==> src/rtl/lfo_map.svh <==
// Register offsets, field positions, reset values and start-up counts of the oscillator control.
`ifndef LFO_MAP_SVH
`define LFO_MAP_SVH

`define LFO_ADDR_W 8
`define LFO_OFF_STATUS 8'h0c
`define LFO_OFF_MP_CTRL 8'h10
`define LFO_OFF_EXT_CTRL 8'h14
`define LFO_OFF_INT_CTRL 8'h18
`define LFO_OFF_IRQ_STATUS 8'h24
`define LFO_OFF_IRQ_CLEAR 8'h28
`define LFO_OFF_IRQ_ENABLE 8'h2c

`define LFO_BIT_ENABLE 1
`define LFO_BIT_PAD_MODE 2
`define LFO_BIT_EXT_OUT_EN 3
`define LFO_BIT_INT_OUT_EN 2
`define LFO_BIT_AUTO_AMP 5
`define LFO_BIT_RUN_STDBY 6
`define LFO_BIT_REQ_GATED 7
`define LFO_BIT_STARTUP_LO 8
`define LFO_BIT_LOCK 12
`define LFO_BIT_CALIBRATION_VALUE_LO 16

`define LFO_BIT_EXT_READY 1
`define LFO_BIT_INT_READY 2

`define LFO_RST_MP_CTRL 32'h0000_0000
`define LFO_RST_EXT_CTRL 32'h0000_0080
`define LFO_RST_INT_CTRL 32'h003f_0080
`define LFO_EXT_CTRL_MASK 32'h0000_17ee
`define LFO_INT_CTRL_MASK 32'h007f_17c6
`define LFO_MP_CTRL_MASK 32'h0000_0006

`define LFO_EXT_SYNC_CYCLES 3
`define LFO_INT_SYNC_CYCLES 2
`define LFO_EXT_SU_0 18'h00001
`define LFO_EXT_SU_1 18'h00020
`define LFO_EXT_SU_2 18'h00800
`define LFO_EXT_SU_3 18'h01000
`define LFO_EXT_SU_4 18'h04000
`define LFO_EXT_SU_5 18'h08000
`define LFO_EXT_SU_6 18'h10000
`define LFO_EXT_SU_7 18'h20000

`endif

==> src/rtl/lfo_pkg.sv <==
// Types shared by the oscillator control modules.
package lfo_pkg;

	// One-hot start-up sequencer states.
	typedef enum logic [3:0] {
		LFO_OFF   = 4'b0001,
		LFO_COUNT = 4'b0010,
		LFO_SYNC  = 4'b0100,
		LFO_READY = 4'b1000
	} lfo_state_type;

	typedef logic [17:0] lfo_count_type;

endpackage

==> src/rtl/lfo_start_if.sv <==
// Interface between the control top and one oscillator start-up sequencer.
`timescale 1ns/1ps
interface lfo_start_if;
	logic       run;
	logic [2:0] code;
	logic       count_tick;
	logic       osc_tick;
	logic       ready;

	modport ctrl (output run, output code, output count_tick, output osc_tick, input ready);
	modport unit (input run, input code, input count_tick, input osc_tick, output ready);
endinterface

==> src/rtl/lfo_ctrl.sv <==
// Low-frequency oscillator control: registers, run gating, start-up and interrupts.
`timescale 1ns/1ps
`include "lfo_map.svh"
module lfo_ctrl #(
	parameter int          NUM_REQ       = 4,
	parameter int unsigned STARTUP_SHIFT = 0
) (
	// Clock and reset.
	input  wire logic                   clock_in,
	input  wire logic                   rst_in,
	// APB slave.
	input  wire logic                   psel_in,
	input  wire logic                   penable_in,
	input  wire logic                   pwrite_in,
	input  wire logic [`LFO_ADDR_W-1:0] paddr_in,
	input  wire logic [31:0]            pwdata_in,
	output logic                        pready_out,
	output logic      [31:0]            prdata_out,
	output logic                        pslverr_out,
	// System state and peripheral clock requests.
	input  wire logic                   standby_in,
	input  wire logic [NUM_REQ-1:0]     ext_clk_req_in,
	input  wire logic [NUM_REQ-1:0]     int_clk_req_in,
	// Oscillator clocks seen as asynchronous levels.
	input  wire logic                   ulp_clk_in,
	input  wire logic                   slow_osc_input_pad_in,
	input  wire logic                   int_osc_clk_in,
	// Multipurpose crystal oscillator controls.
	output logic                        mp_osc_run_out,
	output logic                        mp_crystal_pad_mode_out,
	output logic                        mp_osc_output_pad_oe_out,
	// External 32kHz crystal oscillator controls.
	output logic                        ext_osc_run_out,
	output logic                        ext_crystal_pad_mode_out,
	output logic                        slow_osc_output_pad_oe_out,
	output logic                        ext_auto_amplitude_out,
	output logic                        ext_clk32k_out_en_out,
	// Internal 32kHz oscillator controls.
	output logic                        int_osc_run_out,
	output logic                        int_clk32k_out_en_out,
	output logic      [6:0]             int_calibration_value_out,
	// Interrupt.
	output logic                        irq_out
);
	////////////////////////////////////////////////////////////////////////////////////////////////
	// Declarations.

	logic [31:0] mp_ctrl_q;
	logic [31:0] ext_ctrl_q;
	logic [31:0] int_ctrl_q;
	logic [2:0]  irq_status_q;
	logic [2:0]  irq_enable_q;
	logic [2:0]  irq_status_d;
	logic        pready_q;
	logic [31:0] prdata_q;
	logic        pslverr_q;
	logic        wr_en;
	logic        access;
	logic        mapped;
	logic [31:0] rd_data;
	logic [2:0]  rise;
	logic        ext_run;
	logic        int_run;
	logic        ext_ready_q;
	logic        int_ready_q;
	logic        ext_ready_rise;
	logic        int_ready_rise;
	logic [2:0]  status_now;

	lfo_start_if ext_st ();
	lfo_start_if int_st ();

	////////////////////////////////////////////////////////////////////////////////////////////////
	// Helper functions.

	// Run condition shared by both slow oscillators.
	function automatic logic osc_should_run(input logic [31:0] ctrl, input logic req_any,
			input logic standby);
		logic en;
		logic gated_ok;
		logic stdby_ok;
		en       = ctrl[`LFO_BIT_ENABLE];
		gated_ok = !ctrl[`LFO_BIT_REQ_GATED] || req_any;
		stdby_ok = !standby || ctrl[`LFO_BIT_RUN_STDBY];
		return en && gated_ok && stdby_ok;
	endfunction

	// Merge written bits into a register under its writable mask.
	function automatic logic [31:0] merge(input logic [31:0] old, input logic [31:0] wdata,
			input logic [31:0] mask);
		return (old & ~mask) | (wdata & mask);
	endfunction

	////////////////////////////////////////////////////////////////////////////////////////////////
	// APB decode.

	// A transfer completes on the edge where pready is seen high in the access phase.
	assign access = psel_in && penable_in && pready_q;
	assign wr_en  = access && pwrite_in;

	// Address decode for mapped words.
	always_comb begin
		mapped  = 1'b1;
		rd_data = 32'h0000_0000;
		case (paddr_in)
			`LFO_OFF_STATUS:     rd_data = {29'h0000_0000, status_now};
			`LFO_OFF_MP_CTRL:    rd_data = mp_ctrl_q;
			`LFO_OFF_EXT_CTRL:   rd_data = ext_ctrl_q;
			`LFO_OFF_INT_CTRL:   rd_data = int_ctrl_q;
			`LFO_OFF_IRQ_STATUS: rd_data = {29'h0000_0000, irq_status_q};
			`LFO_OFF_IRQ_CLEAR:  rd_data = 32'h0000_0000;
			`LFO_OFF_IRQ_ENABLE: rd_data = {29'h0000_0000, irq_enable_q};
			default:             mapped  = 1'b0;
		endcase
	end

	// Ready rises one cycle into the access phase; data and error come with it.
	always_ff @(posedge clock_in) begin
		if (rst_in) begin
			pready_q  <= 1'b0;
			prdata_q  <= 32'h0000_0000;
			pslverr_q <= 1'b0;
		end else begin
			pready_q  <= psel_in && penable_in && !pready_q;
			prdata_q  <= (psel_in && penable_in && !pready_q && !pwrite_in) ? rd_data : 32'h0000_0000;
			pslverr_q <= psel_in && penable_in && !pready_q && !mapped;
		end
	end

	assign pready_out  = pready_q;
	assign prdata_out  = prdata_q;
	assign pslverr_out = pslverr_q;

	////////////////////////////////////////////////////////////////////////////////////////////////
	// Control registers.

	// multipurpose oscillator pad mode and enable.
	always_ff @(posedge clock_in) begin
		if (rst_in) begin
			mp_ctrl_q <= `LFO_RST_MP_CTRL;
		end else if (wr_en && paddr_in == `LFO_OFF_MP_CTRL) begin
			mp_ctrl_q <= merge(mp_ctrl_q, pwdata_in, `LFO_MP_CTRL_MASK);
		end
	end

	// writes ignored once locked, until reset.
	always_ff @(posedge clock_in) begin
		if (rst_in) begin
			ext_ctrl_q <= `LFO_RST_EXT_CTRL;
		end else if (wr_en && paddr_in == `LFO_OFF_EXT_CTRL && !ext_ctrl_q[`LFO_BIT_LOCK]) begin
			ext_ctrl_q <= merge(ext_ctrl_q, pwdata_in, `LFO_EXT_CTRL_MASK);
		end
	end

	// calibration is software-written; lock freezes it too.
	always_ff @(posedge clock_in) begin
		if (rst_in) begin
			int_ctrl_q <= `LFO_RST_INT_CTRL;
		end else if (wr_en && paddr_in == `LFO_OFF_INT_CTRL && !int_ctrl_q[`LFO_BIT_LOCK]) begin
			int_ctrl_q <= merge(int_ctrl_q, pwdata_in, `LFO_INT_CTRL_MASK);
		end
	end

	////////////////////////////////////////////////////////////////////////////////////////////////
	// Oscillator clock synchronisation.

	// Reference, crystal and internal oscillator clocks become tick pulses.
	lfo_sync #(
		.WIDTH (3)
	) u_sync (
		.clock_in (clock_in),
		.rst_in   (rst_in),
		.async_in ({int_osc_clk_in, slow_osc_input_pad_in, ulp_clk_in}),
		.rise_out (rise)
	);

	////////////////////////////////////////////////////////////////////////////////////////////////
	// Run gating.

	assign ext_run = osc_should_run(ext_ctrl_q, |ext_clk_req_in, standby_in);

	// internal oscillator uses the same gating.
	assign int_run = osc_should_run(int_ctrl_q, |int_clk_req_in, standby_in);

	////////////////////////////////////////////////////////////////////////////////////////////////
	// Start-up sequencers.

	// External crystal: reference ticks, then crystal ticks.
	assign ext_st.run        = ext_run;
	assign ext_st.code       = ext_ctrl_q[`LFO_BIT_STARTUP_LO +: 3];
	assign ext_st.count_tick = rise[0];
	assign ext_st.osc_tick   = rise[1];

	lfo_startup #(
		.SYNC_CYCLES (`LFO_EXT_SYNC_CYCLES),
		.INT_TABLE   (1'b0),
		.SHIFT       (STARTUP_SHIFT)
	) u_ext_startup (
		.clock_in (clock_in),
		.rst_in   (rst_in),
		.st       (ext_st.unit)
	);

	// Internal oscillator: reference ticks, then its own ticks.
	assign int_st.run        = int_run;
	assign int_st.code       = int_ctrl_q[`LFO_BIT_STARTUP_LO +: 3];
	assign int_st.count_tick = rise[0];
	assign int_st.osc_tick   = rise[2];

	lfo_startup #(
		.SYNC_CYCLES (`LFO_INT_SYNC_CYCLES),
		.INT_TABLE   (1'b1),
		.SHIFT       (STARTUP_SHIFT)
	) u_int_startup (
		.clock_in (clock_in),
		.rst_in   (rst_in),
		.st       (int_st.unit)
	);

	// Ready flags registered for the status word and edge detection.
	always_ff @(posedge clock_in) begin
		if (rst_in) begin
			ext_ready_q <= 1'b0;
			int_ready_q <= 1'b0;
		end else begin
			ext_ready_q <= ext_st.ready;
			int_ready_q <= int_st.ready;
		end
	end

	assign ext_ready_rise = ext_st.ready && !ext_ready_q;
	assign int_ready_rise = int_st.ready && !int_ready_q;
	assign status_now     = {int_ready_q, ext_ready_q, 1'b0};

	////////////////////////////////////////////////////////////////////////////////////////////////
	// Interrupts.

	// Sticky ready events; a new event wins over a clear in the same cycle.
	always_comb begin
		irq_status_d = irq_status_q;
		if (wr_en && paddr_in == `LFO_OFF_IRQ_CLEAR) begin
			irq_status_d = irq_status_d & ~pwdata_in[2:0];
		end
		irq_status_d[`LFO_BIT_EXT_READY] = irq_status_d[`LFO_BIT_EXT_READY] || ext_ready_rise;
		irq_status_d[`LFO_BIT_INT_READY] = irq_status_d[`LFO_BIT_INT_READY] || int_ready_rise;
		irq_status_d[0] = 1'b0;
	end

	// Status and enable registers.
	always_ff @(posedge clock_in) begin
		if (rst_in) begin
			irq_status_q <= 3'h0;
			irq_enable_q <= 3'h0;
		end else begin
			irq_status_q <= irq_status_d;
			if (wr_en && paddr_in == `LFO_OFF_IRQ_ENABLE) begin
				irq_enable_q <= pwdata_in[2:0] & 3'h6;
			end
		end
	end

	// Level interrupt while any enabled event is pending.
	always_ff @(posedge clock_in) begin
		if (rst_in) begin
			irq_out <= 1'b0;
		end else begin
			irq_out <= |(irq_status_q & irq_enable_q);
		end
	end

	////////////////////////////////////////////////////////////////////////////////////////////////
	// Registered oscillator and pad controls.

	// Multipurpose oscillator pad connection and enable.
	// output pad driven only in crystal mode while enabled.
	always_ff @(posedge clock_in) begin
		if (rst_in) begin
			mp_osc_run_out           <= 1'b0;
			mp_crystal_pad_mode_out  <= 1'b0;
			mp_osc_output_pad_oe_out <= 1'b0;
		end else begin
			mp_osc_run_out           <= mp_ctrl_q[`LFO_BIT_ENABLE];
			mp_crystal_pad_mode_out  <= mp_ctrl_q[`LFO_BIT_PAD_MODE];
			mp_osc_output_pad_oe_out <= mp_ctrl_q[`LFO_BIT_PAD_MODE] && mp_ctrl_q[`LFO_BIT_ENABLE];
		end
	end

	// External crystal oscillator controls.
	always_ff @(posedge clock_in) begin
		if (rst_in) begin
			ext_osc_run_out            <= 1'b0;
			ext_crystal_pad_mode_out   <= 1'b0;
			slow_osc_output_pad_oe_out <= 1'b0;
			ext_auto_amplitude_out     <= 1'b0;
			ext_clk32k_out_en_out      <= 1'b0;
		end else begin
			ext_osc_run_out            <= ext_run;
			// pad mode; output pad freed in external-clock mode.
			ext_crystal_pad_mode_out   <= ext_ctrl_q[`LFO_BIT_PAD_MODE];
			slow_osc_output_pad_oe_out <= ext_ctrl_q[`LFO_BIT_PAD_MODE] && ext_run;
			ext_auto_amplitude_out     <= ext_ctrl_q[`LFO_BIT_AUTO_AMP];
			ext_clk32k_out_en_out      <= ext_ctrl_q[`LFO_BIT_EXT_OUT_EN] && ext_run;
		end
	end

	// Internal oscillator controls.
	always_ff @(posedge clock_in) begin
		if (rst_in) begin
			int_osc_run_out           <= 1'b0;
			int_clk32k_out_en_out     <= 1'b0;
			int_calibration_value_out <= 7'h3f;
		end else begin
			int_osc_run_out           <= int_run;
			int_clk32k_out_en_out     <= int_ctrl_q[`LFO_BIT_INT_OUT_EN] && int_run;
			int_calibration_value_out <= int_ctrl_q[`LFO_BIT_CALIBRATION_VALUE_LO +: 7];
		end
	end

endmodule

==> src/rtl/lfo_sync.sv <==
// Two-stage synchronisers with rising-edge pulses for oscillator clock inputs.
`timescale 1ns/1ps
module lfo_sync #(
	parameter int WIDTH = 3
) (
	// Clock and reset.
	input  wire logic             clock_in,
	input  wire logic             rst_in,
	// Asynchronous levels and their synchronised rising edges.
	input  wire logic [WIDTH-1:0] async_in,
	output logic      [WIDTH-1:0] rise_out
);
	logic [WIDTH-1:0] meta_q;
	logic [WIDTH-1:0] sync_q;
	logic [WIDTH-1:0] last_q;

	// The first stage feeds only the second; edges are taken after it.
	always_ff @(posedge clock_in) begin
		if (rst_in) begin
			meta_q <= '0;
			sync_q <= '0;
			last_q <= '0;
		end else begin
			meta_q <= async_in;
			sync_q <= meta_q;
			last_q <= sync_q;
		end
	end

	// One-cycle pulse per rising edge of each input.
	assign rise_out = sync_q & ~last_q;
endmodule

==> src/rtl/lfo_startup.sv <==
// Start-up sequencer: counts slow-reference ticks, then oscillator ticks, then flags ready.
`timescale 1ns/1ps
`include "lfo_map.svh"
module lfo_startup #(
	parameter int          SYNC_CYCLES = 3,
	parameter bit          INT_TABLE   = 1'b0,
	parameter int unsigned SHIFT       = 0
) (
	// Clock and reset.
	input  wire logic clock_in,
	input  wire logic rst_in,
	// Control side.
	lfo_start_if.unit st
);
	lfo_pkg::lfo_state_type state_q;
	lfo_pkg::lfo_count_type cnt_q;

	// Reference ticks for a start-up code, shortened by SHIFT but never below one.
	function automatic lfo_pkg::lfo_count_type su_cycles(input logic [2:0] code);
		lfo_pkg::lfo_count_type n;
		n = 18'h00001;
		if (INT_TABLE) begin
			n = lfo_pkg::lfo_count_type'(18'h00001 << code);
		end else begin
			case (code)
				3'h0: n = `LFO_EXT_SU_0;
				3'h1: n = `LFO_EXT_SU_1;
				3'h2: n = `LFO_EXT_SU_2;
				3'h3: n = `LFO_EXT_SU_3;
				3'h4: n = `LFO_EXT_SU_4;
				3'h5: n = `LFO_EXT_SU_5;
				3'h6: n = `LFO_EXT_SU_6;
				default: n = `LFO_EXT_SU_7;
			endcase
		end
		n = n >> SHIFT;
		if (n == 18'h00000) begin
			n = 18'h00001;
		end
		return n;
	endfunction

	// start-up counter: reference ticks, then oscillator ticks.
	// stopping drops ready and restarts the count.
	always_ff @(posedge clock_in) begin
		if (rst_in) begin
			state_q <= lfo_pkg::LFO_OFF;
			cnt_q   <= 18'h00000;
		end else if (!st.run) begin
			state_q <= lfo_pkg::LFO_OFF;
			cnt_q   <= 18'h00000;
		end else begin
			case (state_q)
				lfo_pkg::LFO_OFF: begin
					state_q <= lfo_pkg::LFO_COUNT;
					cnt_q   <= su_cycles(st.code);
				end
				lfo_pkg::LFO_COUNT: begin
					if (st.count_tick) begin
						if (cnt_q == 18'h00001) begin
							state_q <= lfo_pkg::LFO_SYNC;
							cnt_q   <= lfo_pkg::lfo_count_type'(SYNC_CYCLES);
						end else begin
							cnt_q <= cnt_q - 18'h00001;
						end
					end
				end
				// synchronisation ticks of the oscillator itself.
				lfo_pkg::LFO_SYNC: begin
					if (st.osc_tick) begin
						if (cnt_q == 18'h00001) begin
							state_q <= lfo_pkg::LFO_READY;
						end else begin
							cnt_q <= cnt_q - 18'h00001;
						end
					end
				end
				lfo_pkg::LFO_READY: begin
					state_q <= lfo_pkg::LFO_READY;
				end
				default: begin
					state_q <= lfo_pkg::LFO_OFF;
				end
			endcase
		end
	end

	assign st.ready = (state_q == lfo_pkg::LFO_READY);
endmodule

==> config.mk <==
export PLATFORM = sky130hd
export DESIGN_NAME = lfo_ctrl
export DESIGN_NICKNAME = d
export VERILOG_FILES = /design/src/rtl/lfo_pkg.sv /design/src/rtl/lfo_start_if.sv /design/src/rtl/lfo_ctrl.sv /design/src/rtl/lfo_sync.sv /design/src/rtl/lfo_startup.sv
export VERILOG_INCLUDE_DIRS = /design/src /design/src/rtl
export SDC_FILE = /design/constraint.sdc
export NUM_CORES = 1
export LEC_CHECK = 0
export ABC_AREA = 0
export BUFFER_PORTS_ARGS = -buffer_cell sky130_fd_sc_hd__buf_2
export CORE_MARGIN = 3
export CORE_UTILIZATION = 35
export DETAILED_ROUTE_END_ITERATION = 16
export RECOVER_POWER = 100
export SETUP_SLACK_MARGIN = 0.02
export SYNTH_ARGS = -nofsm -noshare
export SYNTH_HDL_FRONTEND = slang
export SYNTH_SLANG_ARGS = --single-unit
==> constraint.sdc <==
create_clock -name clock_in -period 5.9 [get_ports clock_in]
set_clock_uncertainty 0.1 [all_clocks]
set_input_delay 1.77 -clock clock_in [delete_from_list [all_inputs] [get_ports clock_in]]
set_output_delay 1.77 -clock clock_in [all_outputs]
set_load 0.05 [all_outputs]
==> results.yml, run 1 <==
placement:
  dp_cells: 887
  place_ws_ns: 1.75
  gp_congestion: 0.846
  dp_hpwl_um: 9850
  io_buffers: 93
yosys:
  synth_warnings: 0
  ys.flop_type: "dfxtp_1"
  synth_top_area_cell: "dfxtp_1"
  synth_seq_area_share: 0.443
  yosysUniqueCellTypes: 73
  syn_area_sq_um: 5650
  synth_top_area_frac: 0.443
  ys_seq_elements: 125
  synth_area_per_cell_sq_um: 9.04
  synthArstFlopShare: 0
  synthCells: 625
  synth_edf_count: 0
  synthTopCellsByArea: "dfxtp_1, mux2i_1, a21oi_1"
global_routing:
  grt_pass1_wl_um: 23100
  grt_overflow: 0
  grt_usage: 0.160
  grt_pass1_vias: 4638
  grt_start_max_net_pins: 57
  antenna_found_initial: 1
setup_path:
  crit_family: "simple AND/OR/NAND/NOR gates"
  cp_cell_sequence: "buf_2 -> nor4_1 -> nand4b_1 -> nor3_2 -> clkbuf_1 -> nor2b_1 -> a211o_1"
  cp_max_fo: 22
  r2r_cells: 7
  path_buf_inv: 2
  cp-start-kind: "input port"
  r2r_setup_slack_ns: 2.31
  required_ns: 6.11
  r2r_end: "u_int_startup.cnt_q[9]"
  crit_path_top_delay_cell: "clkbuf_1"
  critPathArrivalTime_ns: 4.32
  crit_path_end_kind: "flop"
  slowest_delay_ns: 0.92
  critPathKind: "input port to flop"
  timing.rr.start: "u_int_startup.cnt_q[1]"
die:
  core_region_area_sq_um: 15500
  start_util: 0.365
  die_area_sq_um: 17700
  fp.dieW_um: 133
  dieHeight_um: 133
  num_rows: 45
  pin_count: 109
clock_tree:
  cts_root_buf: "clkbuf_16"
  clock-sinks: 125
  post_cts_buffers: 0
  cts_tree: "yes"
  cts.clk_slew.worst_paths_ns: 0.06
  cts.path.max_buffers: 2
  ctsHtreeMaxLevel: 4
  cts_hold_buf: 0
  postCtsResizedCells: 0
  clk_latency_ns: 0.42
  numCtsBuffers: 17
timing:
  rsz0062_at_grt: "no"
  fin_ws_ns: 1.79
  drv_slew: 0
  tightest_slew_ns: 1.23
  min_period_ns: 4.11
  setup_tns_ns: 0
  setup_viol: 0
  relSlewSlack: 0.174
  max_freq_mhz: 244
  post-route-period-util: 0.696
  finalHoldViolCount: 0
detailed_routing:
  antenna_left: 0
  first_pass_iters: 5
  viasPerCell: 5.32
  wl_um: 13800
  drcViolationCount: 0
  wl_per_cell_um: 15.0
  drt_iter0_drc: 354
  vias: 4888
cells_and_area:
  area_growth_pct: 17.3
  drive_gt1_frac: 0.138
  final_util: 0.428
  final-instance-count-excl-fill: 919
  antenna_cells: 0
  nets: 756
hold_path:
  min_path_type: "flop to flop"
  hold_end: "u_sync.sync_q[1]"
  holdPathStages: 1
  hp-start: "u_sync.meta_q[1]"
power:
  peakVddDrop_uv: 170
  power_w: 0.00192
  leakagePower_nw: 2.69
  power_density_nw_per_um2: 290
status:
  status: "completed"
run:
  drv_cap: 0
-- Yosys cell counts, drive strengths merged, types with 4 or more instances --
cell and n:
a21oi 39, nand3b 5, a22oi 5, nor3b 5
or3 20, dfxtp 125, nand2 31, a22o 6
nor3 18, and3 4, xor2 4, or4 15
o22ai 9, and2 17, mux2i 22, ha 4
clkbuf 19, or4b 5, nor4bb 4, o21ai 29
o41ai 4, nor4 13, nor2b 30, nand3 11
or2 9, nand4b 5, a211o 8, o32ai 4
inv 17, buf 25, a32oi 5, nand4 5
o31ai 4, nand2b 6, nor2 51, a31oi 5
-- layer usage --
layer  routed length (um)  share of wire  GRT usage
met1                 6510           0.47      0.210
met4                  220          0.016     0.0497
met3                  959          0.069     0.0589
met5                    7        0.00051          0
met2                 6130           0.44      0.245
-- registers in the layout (all words and copies together) (netlist names), 3 cells and up --
| signal | cells |
|---|---|
| int_calibration_value_out | 7 |
| u_sync.meta_q | 3 |
| u_sync.sync_q | 3 |
| u_int_startup.cnt_q | 18 |
| u_ext_startup.state_q | 4 |
| u_ext_startup.cnt_q | 18 |
| u_sync.last_q | 3 |
| prdata_out | 19 |
| ext_ctrl_q | 10 |
| u_int_startup.state_q | 4 |
| int_ctrl_q | 15 |
-- metrics by stage --
step	area (sq um)	hold WS (ns)
after CTS	6710	0.343
final	6630	0.342
after detailed placement	6120	0.330
after floorplan	5650	0.314
after global routing	6630	0.374
after global placement	6120	0.330
-- where the power goes --
group          internal [W]  total (W)  leakage (nW)  switching, W
Combinational     0.0000179  0.0000620          1.40     0.0000441
Sequential         0.000848   0.000850          1.01    0.00000251
Clock              0.000610    0.00101         0.285      0.000401
-- final cells by class --
| type | count | area (sq um) |
|---|---|---|
| fill | 1540 | 8860 |
| multi-input combinational | 438 | 2800 |
| sequential | 125 | 2500 |
| clock buffer | 19 | 453 |
| timing repair buffer | 95 | 410 |
| tap | 211 | 264 |
| clock inverter | 13 | 130 |
| inverter | 18 | 67.6 |
-- how the worst max path moves through the flow --
| stage | from | endpoint | cells after the start |
|---|---|---|---|
| floorplan | paddr_in[5] | ext_ctrl_q[7] | 7 |
| global placement | ext_clk_req_in[1] | u_ext_startup.cnt_q[3] | 7 |
| detailed placement | ext_clk_req_in[1] | u_ext_startup.cnt_q[2] | 7 |
| CTS | ext_clk_req_in[1] | u_ext_startup.cnt_q[2] | 7 |
| global route | paddr_in[1] | int_ctrl_q[18] | 7 |
| finish | paddr_in[1] | int_ctrl_q[18] | 7 |
-- cells by family (layout without fill, tap and decap cells) --
family	after synthesis	in the layout	share of synthesized area
fa+ha+maj	4	4	0.00886
buf+inv	63	145	0.0616
mux	25	25	0.0450
flops	125	125	0.443
xor+xnor	6	6	0.00930
simple gates	258	258	0.263
compound gates	143	143	0.169
other cells	1	2	0.000664
-- cells in the final DEF (no fill, tap or decap), drive strengths merged, types with 5 or more instances in the layout --
cell / synthesis / final
nand2b: 6 / 6
a32oi: 5 / 5
dfxtp: 125 / 125
or4: 15 / 15
inv: 17 / 22
nand2: 31 / 31
nor3b: 5 / 5
nand3: 11 / 11
a22oi: 5 / 5
buf: 25 / 41
mux2i: 22 / 22
nand4: 5 / 5
clkinv: 1 / 7
or3: 20 / 20
o21ai: 29 / 29
clkbuf: 19 / 73
or4b: 5 / 5
nor3: 18 / 18
and2: 17 / 17
nor2b: 30 / 30
o22ai: 9 / 9
nor2: 51 / 51
nand3b: 5 / 5
nand4b: 5 / 5
or2: 9 / 9
a31oi: 5 / 5
a211o: 8 / 8
a21oi: 39 / 39
a22o: 6 / 6
nor4: 13 / 13
(Power assumes the default switching activity.)
==> run 2, diff against run 1 <==
- clock period: 5.9 -> 4 ns (I/O delays scaled with it)
==> run 2 against run 1 <==
First-iteration DRC count is 25% lower; cell area is 0.30% higher; core utilization is 0.13 points higher; power is 48% higher; clock power is 50% higher; die area stayed put; combinational power is 46% higher; sequential share of layout area is 0.11 points lower; via count hardly changed; largest cell class unchanged; critical path depth stayed put; worst setup slack worse by 1.1 ns.
==> results.yml, run 2 (synthesis results as in run 1) <==
setup_path:
  required_ns: 4.17
  r2r_cells: 7
  timing.rr.start: "u_int_startup.cnt_q[1]"
  cp-start-kind: "input port"
  r2r_setup_slack_ns: 0.90
  r2r_end: "u_int_startup.cnt_q[5]"
  cp_max_fo: 26
  crit_path_end_kind: "flop"
  critPathArrivalTime_ns: 3.43
  critPathKind: "input port to flop"
cells_and_area:
  fillers: 1555
  final_cell_mix: "dfxtp_1, clkbuf_1, nor2_1"
  antenna_cells: 0
  area_growth_pct: 17.6
  nets: 761
  largest_reg_flops: 19
  final-instance-count-excl-fill: 922
  drive_gt1_frac: 0.132
  final_common_cell: "dfxtp_1"
global_routing:
  grt_pass1_vias: 4638
  grt_pass1_wl_um: 22900
  antenna_found_initial: 0
  grt_usage: 0.160
  grt_start_max_net_pins: 32
  grt_overflow: 0
clock_tree:
  cts_tree: "yes"
  cts_root_buf: "clkbuf_16"
  post_cts_buffers: 0
  numCtsBuffers: 17
  cts.path.max_buffers: 2
  ctsHtreeMaxLevel: 4
  postCtsResizedCells: 0
  cts_hold_buf: 0
  clock-sinks: 125
  cts.clk_slew.worst_paths_ns: 0.06
  clk_latency_ns: 0.41
hold_path:
  holdPathStages: 1
  min_path_type: "flop to flop"
  hold_end: "u_sync.sync_q[2]"
  hp-start: "u_sync.meta_q[2]"
placement:
  dp_cells: 892
  dp_hpwl_um: 10100
  place_ws_ns: 0.687
  io_buffers: 93
  gp_congestion: 0.854
detailed_routing:
  first_pass_iters: 4
  wl_per_cell_um: 15.1
  drt_iter0_drc: 266
  antenna_left: 0
  viasPerCell: 5.30
  wl_um: 13900
  drcViolationCount: 0
  vias: 4891
timing:
  relSlewSlack: 0.199
  max_freq_mhz: 307
  fin_ws_ns: 0.742
  holdWs_ns: 0.352
  min_period_ns: 3.26
  rsz0062_at_grt: "no"
  setup_viol: 0
  tightest_slew_ns: 1.20
  drv_slew: 0
  finalHoldViolCount: 0
  post-route-period-util: 0.814
  setup_tns_ns: 0
die:
  start_util: 0.365
  num_rows: 45
  pin_count: 109
  core_region_area_sq_um: 15500
  dieHeight_um: 133
  die_area_sq_um: 17700
  fp.dieW_um: 133
power:
  power_density_nw_per_um2: 429
  power_w: 0.00285
  leakagePower_nw: 2.69
  peakVddDrop_uv: 258
status:
  status: "completed"
run:
  drv_cap: 0
[run 2: cell count changes in the layout (fill, tap and decap cells not counted), moves of 2 or more]
cell	delta
clkbuf_1	+6
inv_6	-5
clkinv_4	-2
clkinvlp_4	+2
[run 2: metrics by stage]
stage	area [sq um]	util
global placement	6160	0.398
global route	6650	0.429
CTS	6750	0.436
detailed placement	6160	0.398
floorplan	5650	-
finish	6650	0.429
[run 2: power breakdown]
part	total [W]	switching [W]	internal, W	leakage [nW]
combinational	0.0000906	0.0000644	0.0000262	1.40
sequential	0.00126	0.00000361	0.00125	1.01
clock	0.00151	0.000546	0.000960	0.277
total	0.00285	0.000614	0.00224	2.69
[run 2: cell type report]
cell class / count / area, sq um / area share
Clock buffer: 21 / 470 / 0.0708
Clock inverter: 9 / 114 / 0.0171
Inverter: 18 / 67.6 / 0.0102
Multi-Input combinational cell: 438 / 2800 / 0.421
Sequential cell: 125 / 2500 / 0.377
Tap cell: 211 / 264 / 0.0397
Timing Repair Buffer: 100 / 429 / 0.0646
[run 2: worst max-delay path, stage by stage]
cell and delay [ns]:
clkbuf_1 0.75, nand4b_1 0.22, clkbuf_1 0.47, clkinv_1 0.17, clkbuf_1 0.25, nand2_1 0.24
o22ai_1 0.12
[run 2: layer usage]
layer / up-vias / share of wire / wire length [um] / track usage
met5: - / 0 / 0 / 0
met4: 0 / 0.020 / 281 / 0.0704
met3: 22 / 0.065 / 901 / 0.0464
met2: 157 / 0.45 / 6230 / 0.241
met1: 2287 / 0.47 / 6520 / 0.213
li1: 2425 / - / - / -
[run 2: how the worst max path moves through the flow]
stage               depth (start not counted)                 endpoint                    from
detailed placement                          6            ext_ctrl_q[7]             paddr_in[3]
global route                                6   u_ext_startup.cnt_q[2]                  rst_in
global placement                            6            ext_ctrl_q[7]             paddr_in[3]
floorplan                                   7            ext_ctrl_q[7]             paddr_in[5]
finish                                      7  u_ext_startup.cnt_q[16]                  rst_in
CTS                                         7  u_int_startup.cnt_q[10]  u_int_startup.cnt_q[1]
